### src/design/ppeikw_pkg.sv
// Shared constants and carrier types for the port pin, external interrupt and keypad wake block.
// Assumes a single CPU clock domain and a plain byte-wide register port.
package ppeikw_pkg;

  localparam int NPORT     = 3;
  localparam int NPIN      = 24;
  localparam int AW        = 4;
  localparam int DW        = 8;

  // Register indices on the register port.
  localparam logic [3:0] A_LATCH0  = 4'h0;
  localparam logic [3:0] A_MODE_A0 = 4'h3;
  localparam logic [3:0] A_MODE_B0 = 4'h4;
  localparam logic [3:0] A_TCTRL   = 4'h9;
  localparam logic [3:0] A_P2MODE1 = 4'hA;
  localparam logic [3:0] A_KEYEN   = 4'hB;
  localparam logic [3:0] A_AUX1    = 4'hC;
  localparam logic [3:0] A_PIN0    = 4'hD;

  // Field positions in the interrupt control register and, for AUX_KEYF, the AUX1 register.
  localparam int TC_TRIG0 = 0;
  localparam int TC_FLAG0 = 1;
  localparam int TC_TRIG1 = 2;
  localparam int TC_FLAG1 = 3;
  localparam int AUX_KEYF = 0;

  // Field positions in the user configuration word.
  localparam int UCW_RST_HIGH = 0;
  localparam int UCW_HALVE    = 1;
  localparam int UCW_INT_RST  = 2;
  localparam int UCW_XTAL     = 3;

  // Fixed-function pin indices (port * 8 + bit).
  localparam int PIN_OD_A  = 10;
  localparam int PIN_OD_B  = 11;
  localparam int PIN_IN_F  = 13;
  localparam int PIN_OSC_A = 16;
  localparam int PIN_OSC_B = 17;

  // Last machine cycle counter values; a machine cycle is one more than this in CPU clocks.
  localparam logic [3:0] MC_LAST_FAST = 4'h5;
  localparam logic [3:0] MC_LAST_SLOW = 4'hB;

  // Output mode encodings {mode_a, mode_b}.
  localparam logic [1:0] MD_QB = 2'h0;
  localparam logic [1:0] MD_PP = 2'h1;
  localparam logic [1:0] MD_IN = 2'h2;
  localparam logic [1:0] MD_OD = 2'h3;

  typedef struct packed {
    logic [AW-1:0] addr;
    logic [DW-1:0] wdata;
    logic          wr;
    logic          rd;
  } ppeikw_req_t;

  typedef struct packed {
    logic [1:0] ack;
    logic [1:0] ext_en;
    logic       key_en;
    logic       asleep;
  } ppeikw_cpu_t;

  typedef struct packed {
    logic [NPIN-1:0] out_val;
    logic [NPIN-1:0] out_oe;
    logic [NPIN-1:0] pu_vweak;
    logic [NPIN-1:0] pu_weak;
    logic [NPIN-1:0] pu_strong;
    logic [NPIN-1:0] schmitt;
  } ppeikw_pad_t;

  typedef struct packed {
    logic            cfg_loaded;
    logic            halve;
    logic            int_rst;
    logic            xtal;
    logic [NPIN-1:0] latch;
    logic [NPIN-1:0] mode_a;
    logic [NPIN-1:0] mode_b;
    logic [NPORT-1:0] schm_sel;
    logic [1:0]      trig;
    logic [1:0]      flag;
    logic [1:0]      samp;
    logic [7:0]      key_pin_en;
    logic            key_flag;
    logic [3:0]      mc_cnt;
    logic [NPIN-1:0] rise_d;
    logic [NPIN+1:0] sync1;
    logic [NPIN+1:0] sync2;
    ppeikw_pad_t     pad;
    logic [DW-1:0]   rdata;
    logic            wake;
  } ppeikw_state_t;

endpackage

### src/design/ppeikw_top.sv
// Pin logic for three byte-wide ports, two external interrupts and a keypad wake source.
// Assumes clk is the CPU clock, pins and interrupt inputs are asynchronous, and the
// register port and CPU interrupt signals are synchronous to clk.
//
// Summary of operation
// - Trigger select 0: low pin sample raises request.
// - Trigger select 1: high then low sample sets flag.
// - Interrupt pins sampled once per machine cycle.
// - Edge flag cleared when CPU vectors to it.
// - Level mode flag tracks sampled pin level.
// - Enabled external interrupt wakes sleeping CPU.
// - Two mode bits choose one of four modes.
// - Quasi mode: very weak pull-up when latch 1.
// - Quasi mode: weak pull-up when latch and pin 1.
// - Quasi mode: latch rise gives two-clock strong pull-up.
// - Open drain: no pull-ups, drive low on latch 0.
// - Push-pull: strong high on latch 1, else low.
// - Two fixed open-drain pins, one conditional input pin.
// - Crystal option disables both oscillator shared pins.
// - Reset level from config; quasi mode by default.
// - Per-port Schmitt select; fixed open-drain and input pins always Schmitt.
// - Key enable bits pick any port 0 pins.
// - Enabled low port 0 pin sets key flag.
// - Key flag clears only by software.
// - Enabled key interrupt wakes from Idle or Power Down.
// - Machine cycle is 6 clocks, or 12 when halved.
`timescale 1ns/1ns
`default_nettype none
module ppeikw_top
  import ppeikw_pkg::*;
(
  input  wire logic              clk,
  input  wire logic              rst_n,
  input  wire ppeikw_req_t       req,
  output logic [DW-1:0]          rdata,
  input  wire logic [7:0]        user_config_word,
  input  wire ppeikw_cpu_t       cpu,
  input  wire logic [NPIN-1:0]   pin_in,
  input  wire logic [1:0]        ext_irq_pin,
  output ppeikw_pad_t            pad,
  output logic [1:0]             ext_irq_request_flag,
  output logic                   key_event_flag,
  output logic                   wake
);

  ppeikw_state_t st_reg;
  ppeikw_state_t st_next;

  logic [NPIN-1:0] pin_s;
  logic [1:0]      irq_s;
  logic [3:0]      mc_last;
  logic            mc_strobe;
  logic [1:0]      md;
  logic            fixed_od;
  logic            dead;
  logic            rise_now;
  logic [1:0]      edge_hit;
  logic            key_hit;
  logic [NPIN-1:0] pin_read;

  assign pin_s     = st_reg.sync2[NPIN-1:0];
  assign irq_s     = st_reg.sync2[NPIN+1:NPIN];
  assign mc_last   = st_reg.halve ? MC_LAST_SLOW : MC_LAST_FAST;
  assign mc_strobe = st_reg.cfg_loaded && (st_reg.mc_cnt == mc_last);

  always_comb begin
    st_next  = st_reg;
    md       = MD_QB;
    fixed_od = 1'b0;
    dead     = 1'b0;
    rise_now = 1'b0;
    edge_hit = 2'h0;
    key_hit  = 1'b0;
    pin_read = pin_s;

    // Two-stage synchroniser for all pin inputs.
    st_next.sync1 = {ext_irq_pin, pin_in};
    st_next.sync2 = st_reg.sync1;

    // Configuration straps are taken once after reset release.
    if (!st_reg.cfg_loaded) begin
      st_next.cfg_loaded = 1'b1;
      st_next.halve      = user_config_word[UCW_HALVE];
      st_next.int_rst    = user_config_word[UCW_INT_RST];
      st_next.xtal       = user_config_word[UCW_XTAL];
      st_next.latch      = {NPIN{user_config_word[UCW_RST_HIGH]}};
    end

    // Machine cycle counter.
    if (!st_reg.cfg_loaded || mc_strobe) begin
      st_next.mc_cnt = 4'h0;
    end else begin
      st_next.mc_cnt = st_reg.mc_cnt + 4'h1;
    end

    // External interrupt sampling and flags.
    for (int i = 0; i < 2; i++) begin
      edge_hit[i] = mc_strobe && st_reg.trig[i] && st_reg.samp[i] && !irq_s[i];
      if (mc_strobe) begin
        st_next.samp[i] = irq_s[i];
      end
      if (!st_reg.trig[i]) begin
        if (mc_strobe) begin
          st_next.flag[i] = !irq_s[i];
        end
      end else if (edge_hit[i]) begin
        st_next.flag[i] = 1'b1;
      end else if (cpu.ack[i]) begin
        st_next.flag[i] = 1'b0;
      end
    end

    // Keypad flag: set wins over a software clear.
    key_hit = |(st_reg.key_pin_en & ~pin_s[7:0]);
    if (key_hit) begin
      st_next.key_flag = 1'b1;
    end else if (req.wr && req.addr == A_AUX1 && !req.wdata[AUX_KEYF]) begin
      st_next.key_flag = 1'b0;
    end

    // Register writes.
    if (req.wr && st_reg.cfg_loaded) begin
      for (int p = 0; p < NPORT; p++) begin
        if (req.addr == A_LATCH0 + 4'(p)) begin
          st_next.latch[p*8 +: 8] = req.wdata;
        end
        if (req.addr == A_MODE_A0 + 4'(2*p)) begin
          st_next.mode_a[p*8 +: 8] = req.wdata;
        end
        if (req.addr == A_MODE_B0 + 4'(2*p)) begin
          st_next.mode_b[p*8 +: 8] = req.wdata;
        end
      end
      if (req.addr == A_TCTRL) begin
        st_next.trig = {req.wdata[TC_TRIG1], req.wdata[TC_TRIG0]};
      end
      if (req.addr == A_P2MODE1) begin
        st_next.schm_sel = req.wdata[NPORT-1:0];
      end
      if (req.addr == A_KEYEN) begin
        st_next.key_pin_en = req.wdata;
      end
    end

    // Per-pin pad control.
    for (int k = 0; k < NPIN; k++) begin
      fixed_od = (k == PIN_OD_A) || (k == PIN_OD_B);
      dead     = (st_reg.xtal && (k == PIN_OSC_A || k == PIN_OSC_B)) ||
                 (!st_reg.int_rst && k == PIN_IN_F);
      md       = {st_reg.mode_a[k], st_reg.mode_b[k]};
      if (fixed_od) begin
        md = MD_OD;
      end
      if (k == PIN_IN_F) begin
        md = MD_IN;
      end
      rise_now = st_next.latch[k] && !st_reg.latch[k] && md == MD_QB;
      st_next.rise_d[k] = rise_now;
      pin_read[k] = pin_s[k] && !dead;
      st_next.pad.pu_vweak[k]  = !dead && md == MD_QB && st_reg.latch[k];
      st_next.pad.pu_weak[k]   = !dead && md == MD_QB && st_reg.latch[k] && pin_s[k];
      st_next.pad.pu_strong[k] = !dead && md == MD_QB && (rise_now || st_reg.rise_d[k]);
      st_next.pad.out_val[k]   = !dead && ((md == MD_PP && st_reg.latch[k]) ||
                                 st_next.pad.pu_strong[k]);
      st_next.pad.out_oe[k]    = !dead && md != MD_IN &&
                                 (!st_reg.latch[k] || md == MD_PP ||
                                 st_next.pad.pu_strong[k]);
      st_next.pad.schmitt[k]   = fixed_od || k == PIN_IN_F || st_reg.schm_sel[k/8];
    end

    // Wake request to the power control logic.
    st_next.wake = cpu.asleep && (|(st_reg.flag & cpu.ext_en) ||
                   (st_reg.key_flag && cpu.key_en));

    // Read data, one cycle after the strobe.
    st_next.rdata = '0;
    if (req.rd) begin
      for (int p = 0; p < NPORT; p++) begin
        if (req.addr == A_LATCH0 + 4'(p)) begin
          st_next.rdata = st_reg.latch[p*8 +: 8];
        end
        if (req.addr == A_MODE_A0 + 4'(2*p)) begin
          st_next.rdata = st_reg.mode_a[p*8 +: 8];
        end
        if (req.addr == A_MODE_B0 + 4'(2*p)) begin
          st_next.rdata = st_reg.mode_b[p*8 +: 8];
        end
        if (req.addr == A_PIN0 + 4'(p)) begin
          st_next.rdata = pin_read[p*8 +: 8];
        end
      end
      if (req.addr == A_TCTRL) begin
        st_next.rdata[TC_TRIG0] = st_reg.trig[0];
        st_next.rdata[TC_FLAG0] = st_reg.flag[0];
        st_next.rdata[TC_TRIG1] = st_reg.trig[1];
        st_next.rdata[TC_FLAG1] = st_reg.flag[1];
      end
      if (req.addr == A_P2MODE1) begin
        st_next.rdata[NPORT-1:0] = st_reg.schm_sel;
      end
      if (req.addr == A_KEYEN) begin
        st_next.rdata = st_reg.key_pin_en;
      end
      if (req.addr == A_AUX1) begin
        st_next.rdata[AUX_KEYF] = st_reg.key_flag;
      end
    end
  end

  always_ff @(posedge clk or negedge rst_n) begin
    if (!rst_n) begin
      st_reg <= '0;
    end else begin
      st_reg <= st_next;
    end
  end

  assign rdata                = st_reg.rdata;
  assign pad                  = st_reg.pad;
  assign ext_irq_request_flag = st_reg.flag;
  assign key_event_flag       = st_reg.key_flag;
  assign wake                 = st_reg.wake;
endmodule
`default_nettype wire

### config.mk
export PLATFORM = sky130hd
export DESIGN_NAME = ppeikw_top
export DESIGN_NICKNAME = d
export VERILOG_FILES = /design/src/design/ppeikw_pkg.sv /design/src/design/ppeikw_top.sv
export SDC_FILE = /design/constraint.sdc
export NUM_CORES = 1
export LEC_CHECK = 0
export BUFFER_PORTS_ARGS = -buffer_cell sky130_fd_sc_hd__clkbuf_2
export CORE_MARGIN = 2
export CORE_UTILIZATION = 40
export DETAILED_ROUTE_END_ITERATION = 7
export GPL_TIMING_DRIVEN = 0
export MAX_ROUTING_LAYER = met4
export SLEW_MARGIN = 25
export SYNTH_ARGS = -nofsm -noshare
export SYNTH_HDL_FRONTEND = slang
export SYNTH_SLANG_ARGS = --single-unit
### constraint.sdc
create_clock -name clk -period 2.52 [get_ports clk]
set_clock_uncertainty 0.15 [all_clocks]
set_input_delay 0.126 -clock clk [delete_from_list [all_inputs] [get_ports clk]]
set_output_delay 0.126 -clock clk [all_outputs]
set_load 0.03 [all_outputs]
== Word level (Yosys, flattened, before mapping) ==
Cells that the tools add are included.
Storage, ports and cells
  register bits after elaboration: 304
  input port bits: 56
  output and inout port bits: 156
  logic and storage cells: 456
Cells by class
  add/subtract/negate cells: 1
  equal/unequal tests: 60
  mux-type cells: 42
  bitwise operators: 3
  reductions and logical operators: 320
Operators by type and width (number)
  $mux W8: 23
  $logic_and A1 B1 Y1: 168
  $logic_or A1 B1 Y1: 86
  $mux W77: 1
  $eq A2 B1 Y1 const B: 21
  $logic_not A2 Y1: 21
  $ne A2 B2 Y1 const B: 21
  $eq A4 B4 Y1 const B: 8
  $logic_not A1 Y1: 28
  $mux W24: 1
  $reduce_and A2 Y1: 11
  $eq A4 B3 Y1 const B: 4
  $mux W4: 3
  $mux W1: 11
  $and A8 B8 Y8: 1
  $eq A4 B2 Y1 const B: 2
  $not A8 Y8: 1
  $reduce_or A8 Y1: 1
  $mux W3: 2
  $ne A3 B2 Y1 const B: 2
  $reduce_bool A2 Y1: 3
  $add A4 B1 Y4 const B: 1
  $eq A4 B1 Y1 const B: 1
  $eq A4 B4 Y1: 1
  other kinds (4): 4

== Depth between registers and ports, before layout ==
Gate-level depths: netlist (run 1).
  depth after elaboration: 18
  mapped depth: 8
  depth with buffers taken out: 5

== Least setup slack after synthesis (run 1) ==
No wires, ideal clock.
  path type: reg-to-reg
  start: reg pad[13] (netlist name)
  end: reg st_reg, in the netlist pad[40]
  library setup time: 0.077 ns
  arrival time: 1.646 ns
  data required time: 2.293 ns
  setup slack: 0.647 ns
  cell stages (with the launch flop): 7
  path buffers: 1
  clock period less this slack: 1.873 ns
  cells stage by stage: dfrtp_1 > clkbuf_1 > nand2_1 > nor3_4 > nand2_1 > a2111o_1 > a21oi_1
RTL lines
  to (signal assigned): line ppeikw_top.sv:214  | st_reg <= st_next;
  to (decl): line ppeikw_top.sv:46  | ppeikw_state_t st_reg;

==> flow_metrics.env, run 1 <==
export IMPL_outcome="finished, final reports clean"
export IMPL_synth_common_cells="dfrtp_1 (290), buf_4 (157), a21oi_1 (104)"
export IMPL_drv_cap=0
export IMPL_overflow=0
export IMPL_cts_sinks=290
export IMPL_end_kind="flip-flop"
export IMPL_synth_adder_area_share_pct=0.0971
export IMPL_finalHoldViolCount=0
export IMPL_async_flop_share_pct=100
export IMPL_clk_path_buf_depth=3
export IMPL_leakagePower_uw=0.00775
export IMPL_path_clk_slew_ns=0.07
export IMPL_finalWorstPathRequiredPeriod_ns=2.41
export IMPL_ctsHtreeMaxLevel=1
export IMPL_remaining_drc_errors=0
export IMPL_critPathArrivalTime_ns=2.72
export IMPL_drive_above_1_share_pct=33.7
export IMPL_cp_slowest_stage_delay_ns=0.70
export IMPL_io_pin_count=212
export IMPL_cp_start_kind="flip-flop"
export IMPL_holdWs_ns=0.0169
export IMPL_core_region_area_um2=31600
export IMPL_synth_compound_area_share_pct=12.7
export IMPL_path_class="flip-flop to flip-flop"
export IMPL_grtUsageTotal_pct=22.8
export IMPL_synth_area_mux_share_pct=5.77
export IMPL_portBuffers=188
export IMPL_fin_cells=1894
export IMPL_syn_avg_cell_area_um2=10.9
export IMPL_setup_violations_final=0
export IMPL_crit_chain="clkbuf_2, clkbuf_1, a21oi_1, o21ai_0"
export IMPL_synthDistinctLibCells=70
export IMPL_seq_area_frac_synth_pct=56.3
export IMPL_die_area_um2=33700
export IMPL_synth_area_leader_cell="dfrtp_1"
export IMPL_dp_cells=1791
export IMPL_synth_top_family_by_area="simple AND/OR/NAND/NOR gates"
export IMPL_total_power_uw=13500
export IMPL_cts_buffers=31
export IMPL_crit_reg2reg_launch="pad[13]"
export IMPL_slew_viol_final=0
export IMPL_syn_to_final_growth_pct=24.3
export IMPL_wl_mm=37.4
export IMPL_synth_top_area_share_pct=56.3
export IMPL_grt_pass1_vias=9431
export IMPL_dieHeight_um=183
export IMPL_yosysWarnings=0
export IMPL_grt_pass1_wl_mm=56.7
export IMPL_antenna_found_initial=1
export IMPL_slowest_stage="clkbuf_1"
export IMPL_antenna_left=0
export IMPL_synth_seq_cells=290
export IMPL_fin_nets=1525
export IMPL_ys_top_cells_by_area="dfrtp_1 (56%), buf_4 (9.2%), mux2_2 (5.1%)"
export IMPL_clock_root_buffer="clkbuf_16"
export IMPL_utilization_pct=50.6
export IMPL_tightest_slew_ns=1.15
export IMPL_dieWidth_um=183
export IMPL_rsz0062_at_grt="no"
export IMPL_synth_xor_area_share_pct=0.136
export IMPL_irDropWorstVdd_uv=523
export IMPL_post_synth_top_count_cell="dfrtp_1"
export IMPL_netlist_area_um2=12900
export IMPL_rows=65
export IMPL_route_vias_total=9729
export IMPL_detailed_place_hpwl_mm=26.1
export IMPL_detail_route_first_pass_iterations=5
export IMPL_initial_utilization_pct=40.7
export IMPL_largest_reg_flops=111
export IMPL_drt_initial_drc_count=740
export IMPL_cts_tree="built"
export IMPL_clk_latency_ns=0.55
export IMPL_worst_r2r_setup_slack_ns=0.11
export IMPL_p_per_area_nw_per_um2=843
export IMPL_crit_start="pad[13]"
export IMPL_grt_max_degree=88
export IMPL_fin_crit_sh_pct=95.8
export IMPL_fmax_ghz=0.414
export IMPL_syn_inst=1186
export IMPL_synth_flop_cell="dfrtp_1"
export IMPL_synth_simple_area_share_pct=12.8
export IMPL_synth_edf_count=0
export IMPL_place_gp_congestion=0.966
export IMPL_wire_per_inst_um=19.8
export IMPL_hp_class="input pin to asynchronous set/reset pin"
export IMPL_slew_headroom_pct=23.1
export IMPL_path_max_fanout=10
export IMPL_via_per_inst=5.14
export IMPL_worstPathRequired_ns=2.82
==> kinds of logic after synthesis <==
logic type	after synthesis
compound gates	266
buf+inv	250
simple gates	308
fa+ha+maj	1
other cells	2
mux	67
xor+xnor	2
flops	290
==> cells in the final DEF (no fill, tap or decap), types with 5 or more instances in the layout <==
cell           instances
conb_1                14
nor3_1                49
a211oi_1               7
mux2i_1                9
o21ai_0               58
and2_1                40
clkbuf_16             31
nor2_1                55
and3_1                20
a22oi_1                8
dfrtp_1              290
o22ai_1               11
nand3_1               27
mux2_2                58
dlygate4sd3_1         45
o21a_1                19
clkbuf_8               6
nor2b_1               30
clkbuf_1              27
o32ai_1                6
nor3b_1                8
a31oi_1                5
buf_4                158
nand2_1               41
clkinv_2               9
inv_1                 41
clkbuf_2             194
a21oi_1              104
nand2b_1               9
buf_2                 17
==> worst max-delay path, delay by kind of cell, from the launching register on <==
family | cells | cell delay [ns]
buffers and inverters | 2 | 1.16
flip-flops | 1 | 0.59
AO/OA/AOI/OAI | 2 | 0.40
==> metrics by stage <==
| step | setup TNS (ns) | cell area (µm²) | setup slack [ns] |
|---|---|---|---|
| final | 0 | 16000 | 0.107 |
| after global routing | 0 | 16000 | 0.0854 |
| after CTS | 0 | 16000 | 0.0134 |
| after detailed placement | -2.07 | 14500 | -0.176 |
| after global placement | -1434.86 | 14400 | -4.98 |
| after floorplan | 0 | 12900 | 0.647 |
==> power by group <==
part	switching [µW]	total, µW	internal [µW]
clock network	1840	4640	2800
logic	1800	3090	1290
registers	502	5760	5260
==> timing repair <==
| action | 4_1_cts | 5_1_grt |
|---|---|---|
| endpoints found under the setup margin | 24 | 87 |
| cloned | 0 | 0 |
| endpoints found under the hold margin | 294 | 0 |
| pin swaps | 1 | 0 |
| hold buffers | 46 | 0 |
| gates resized for setup | 2 | 9 |
| buffers inserted | 1 | 0 |
==> layer usage <==
layer | up-vias | global-route usage [%] | routed length (µm)
met5 | - | - | 0
met4 | 0 | 6.94 | 1170
met3 | 87 | 3.53 | 2520
met2 | 353 | 34.9 | 17100
met1 | 4781 | 31.6 | 16600
li1 | 4508 | - | -
==> final timing paths <==
kind | cells after the start | end
worst max-delay path | 4 | st_reg[314]
worst min-delay path | 3 | pad[89]
worst max register to register | 4 | st_reg[314]
worst min register to register | 0 | pin_read[18]
max in group asynchronous | 4 | pin_read[2]
min in group clk | 5 | st_reg[303]
==> final cells by class <==
cell class | instances | area (µm²)
Tap cell | 402 | 503
Sequential cell | 290 | 7260
Timing Repair Buffer | 238 | 1520
Multi-Input combinational cell | 658 | 4130
Clock buffer | 40 | 860
Buffer | 208 | 1400
Antenna cell | 1 | 2.50
Fill cell | 2882 | 15600
Clock inverter | 16 | 189
Inverter | 41 | 154
Power figures use the tool's default switching activity.
==> run 2, diff against run 1 <==
==> constraint.sdc (replaced) <==
create_clock -name clk -period 2.52 [get_ports clk]
set_clock_uncertainty 0.15 [all_clocks]
set_input_delay 0.252 -clock clk [delete_from_list [all_inputs] [get_ports clk]]
set_output_delay 0.252 -clock clk [all_outputs]
set_load 0.03 [all_outputs]
==> run 2 against run 1 <==
Net effect:
- via count is 0.37% lower
- wire length is 0.41% lower
- first-iteration DRC count is 2.4% higher
- fmax is 0.66% higher
- core utilization is 0.25 points lower
- sequential power hardly changed
- sequential share of layout area is 0.22 points higher
- critical endpoint unchanged
==> flow_metrics.env, run 2 (synthesis results as in run 1) <==
export IMPL_tightest_slew_ns=1.20
export IMPL_nFillCells=2883
export IMPL_dieHeight_um=183
export IMPL_grt_pass1_wl_mm=56.5
export IMPL_final_area_um2=15900
export IMPL_clock_root_buffer="clkbuf_16"
export IMPL_drt_initial_drc_count=758
export IMPL_final_cell_mix="dfrtp_1 (290), clkbuf_2 (194), buf_4 (158)"
export IMPL_initial_utilization_pct=40.7
export IMPL_p_int_uw=9340
export IMPL_worstPathRequired_ns=2.83
export IMPL_finalHoldViolCount=0
export IMPL_detail_route_first_pass_iterations=6
export IMPL_place_gp_congestion=0.966
export IMPL_outcome="finished, final reports clean"
export IMPL_total_power_uw=13500
export IMPL_grt_pass1_vias=9406
export IMPL_finalWorstPathRequiredPeriod_ns=2.40
export IMPL_die_area_um2=33700
export IMPL_hp_class="input pin to flip-flop"
export IMPL_slew_viol_final=0
export IMPL_end_kind="flip-flop"
export IMPL_clk_path_buf_depth=3
export IMPL_ctsHtreeMaxLevel=1
export IMPL_power_share_combinational_pct=22.8
export IMPL_setup_violations_final=0
export IMPL_multi_input_area_um2=4130
export IMPL_dieWidth_um=183
export IMPL_wl_mm=37.3
export IMPL_dpl_cell_area_um2=14500
export IMPL_rows=65
export IMPL_antenna_left=0
export IMPL_p_clk_share_pct=34.5
export IMPL_core_region_area_um2=31600
export IMPL_drv_cap=0
export IMPL_wire_per_inst_um=19.7
export IMPL_fin_crit_sh_pct=95.1
export IMPL_irDropWorstVdd_uv=523
export IMPL_swShare_pct=30.7
export IMPL_remaining_drc_errors=0
export IMPL_clk_latency_ns=0.56
export IMPL_route_vias_total=9693
export IMPL_slew_headroom_pct=19.9
export IMPL_layout_commonest_cell="dfrtp_1"
export IMPL_cts_tree="built"
export IMPL_utilization_pct=50.4
export IMPL_critPathArrivalTime_ns=2.71
export IMPL_grt_max_degree=88
export IMPL_via_per_inst=5.13
export IMPL_path_clk_slew_ns=0.06
export IMPL_pwr_share_seq_pct=42.7
export IMPL_drive_above_1_share_pct=33.7
export IMPL_rsz0062_at_grt="no"
export IMPL_io_pin_count=212
export IMPL_grtUsageTotal_pct=22.8
export IMPL_fmax_ghz=0.417
export IMPL_cts_sinks=290
export IMPL_syn_to_final_growth_pct=23.7
export IMPL_p_sw_uw=4140
export IMPL_overflow=0
export IMPL_detailed_place_hpwl_mm=26.1
export IMPL_cts_buffers=31
export IMPL_leakagePower_uw=0.00772
export IMPL_largest_reg_flops=111
export IMPL_register_area_um2=7260
export IMPL_p_per_area_nw_per_um2=846
export IMPL_path_max_fanout=10
export IMPL_cp_start_kind="flip-flop"
export IMPL_portBuffers=188
export IMPL_fin_nets=1519
export IMPL_path_class="flip-flop to flip-flop"
export IMPL_antenna_found_initial=1
-- run 2: cell types whose count changed in the layout (fill, tap and decap cells not counted), sizes merged --
| cell | change |
|---|---|
| dlygate4sd3 | -5 |
| buf | -1 |
-- run 2: worst max-delay path: stages, from the launching register on --
cell	delay, ns
dfrtp_1	0.60
clkbuf_2	0.45
clkbuf_1	0.70
a21oi_1	0.15
o21ai_0	0.24
-- run 2: power groups by stage --
stage          Clock [µW]  Sequential, µW  Combinational (µW)
2_1_floorplan           0            5650                2250
3_3_place_gp            0            5820                2980
3_5_place_dp            0            5840                3030
4_1_cts              4740            5760                3090
5_1_grt              4970            5840                3310
6_report             4650            5760                3070
-- run 2: worst paths after layout --
check,from,to,slack (ns),depth (start not counted)
setup / recovery,pad[13],st_reg[314],0.12,4
hold / removal,req[0],rdata[3],0.01,3
setup reg to reg,pad[13],st_reg[314],0.12,4
hold reg to reg,st_next[171],pin_read[18],0.20,0
max in group asynchronous,rst_n,pin_read[2],0.97,4
min in group asynchronous,rst_n,st_next[170],0.07,2
-- run 2: final cells by class --
type                       instances  area share, %
antenna                            1         0.0157
buffer                           208           8.79
clock buffer                      40           5.39
clock inverter                    16           1.19
inverter                          41          0.966
multi-input combinational        658           25.9
sequential                       290           45.5
tap                              402           3.16
timing repair buffer             232           9.04
-- run 2: metrics by stage --
step	hold WS (ns)	worst slack, ns	instances	setup TNS [ns]
after floorplan	-0.194	0.647	1198	0
after global placement	0.182	-5.11	1788	-1471.64
after detailed placement	0.101	-0.176	1791	-2.20
after CTS	0.000381	0.0134	1888	0
after global routing	0.0239	0.0854	1888	0
final	0.0108	0.122	1888	0
-- run 2: repair_timing --
action | in CTS | in global routing
hold buffers | 40 | 0
hold endpoints to repair | 215 | 0
resized for setup | 2 | 9
buffers inserted | 1 | 0
setup endpoints to repair | 24 | 87
pin swaps | 1 | 0
-- run 2: layer usage --
layer	routed length (µm)	track usage [%]
met1	16600	31.4
met4	1170	6.94
met3	2460	3.70
met5	0	-
met2	17000	34.8
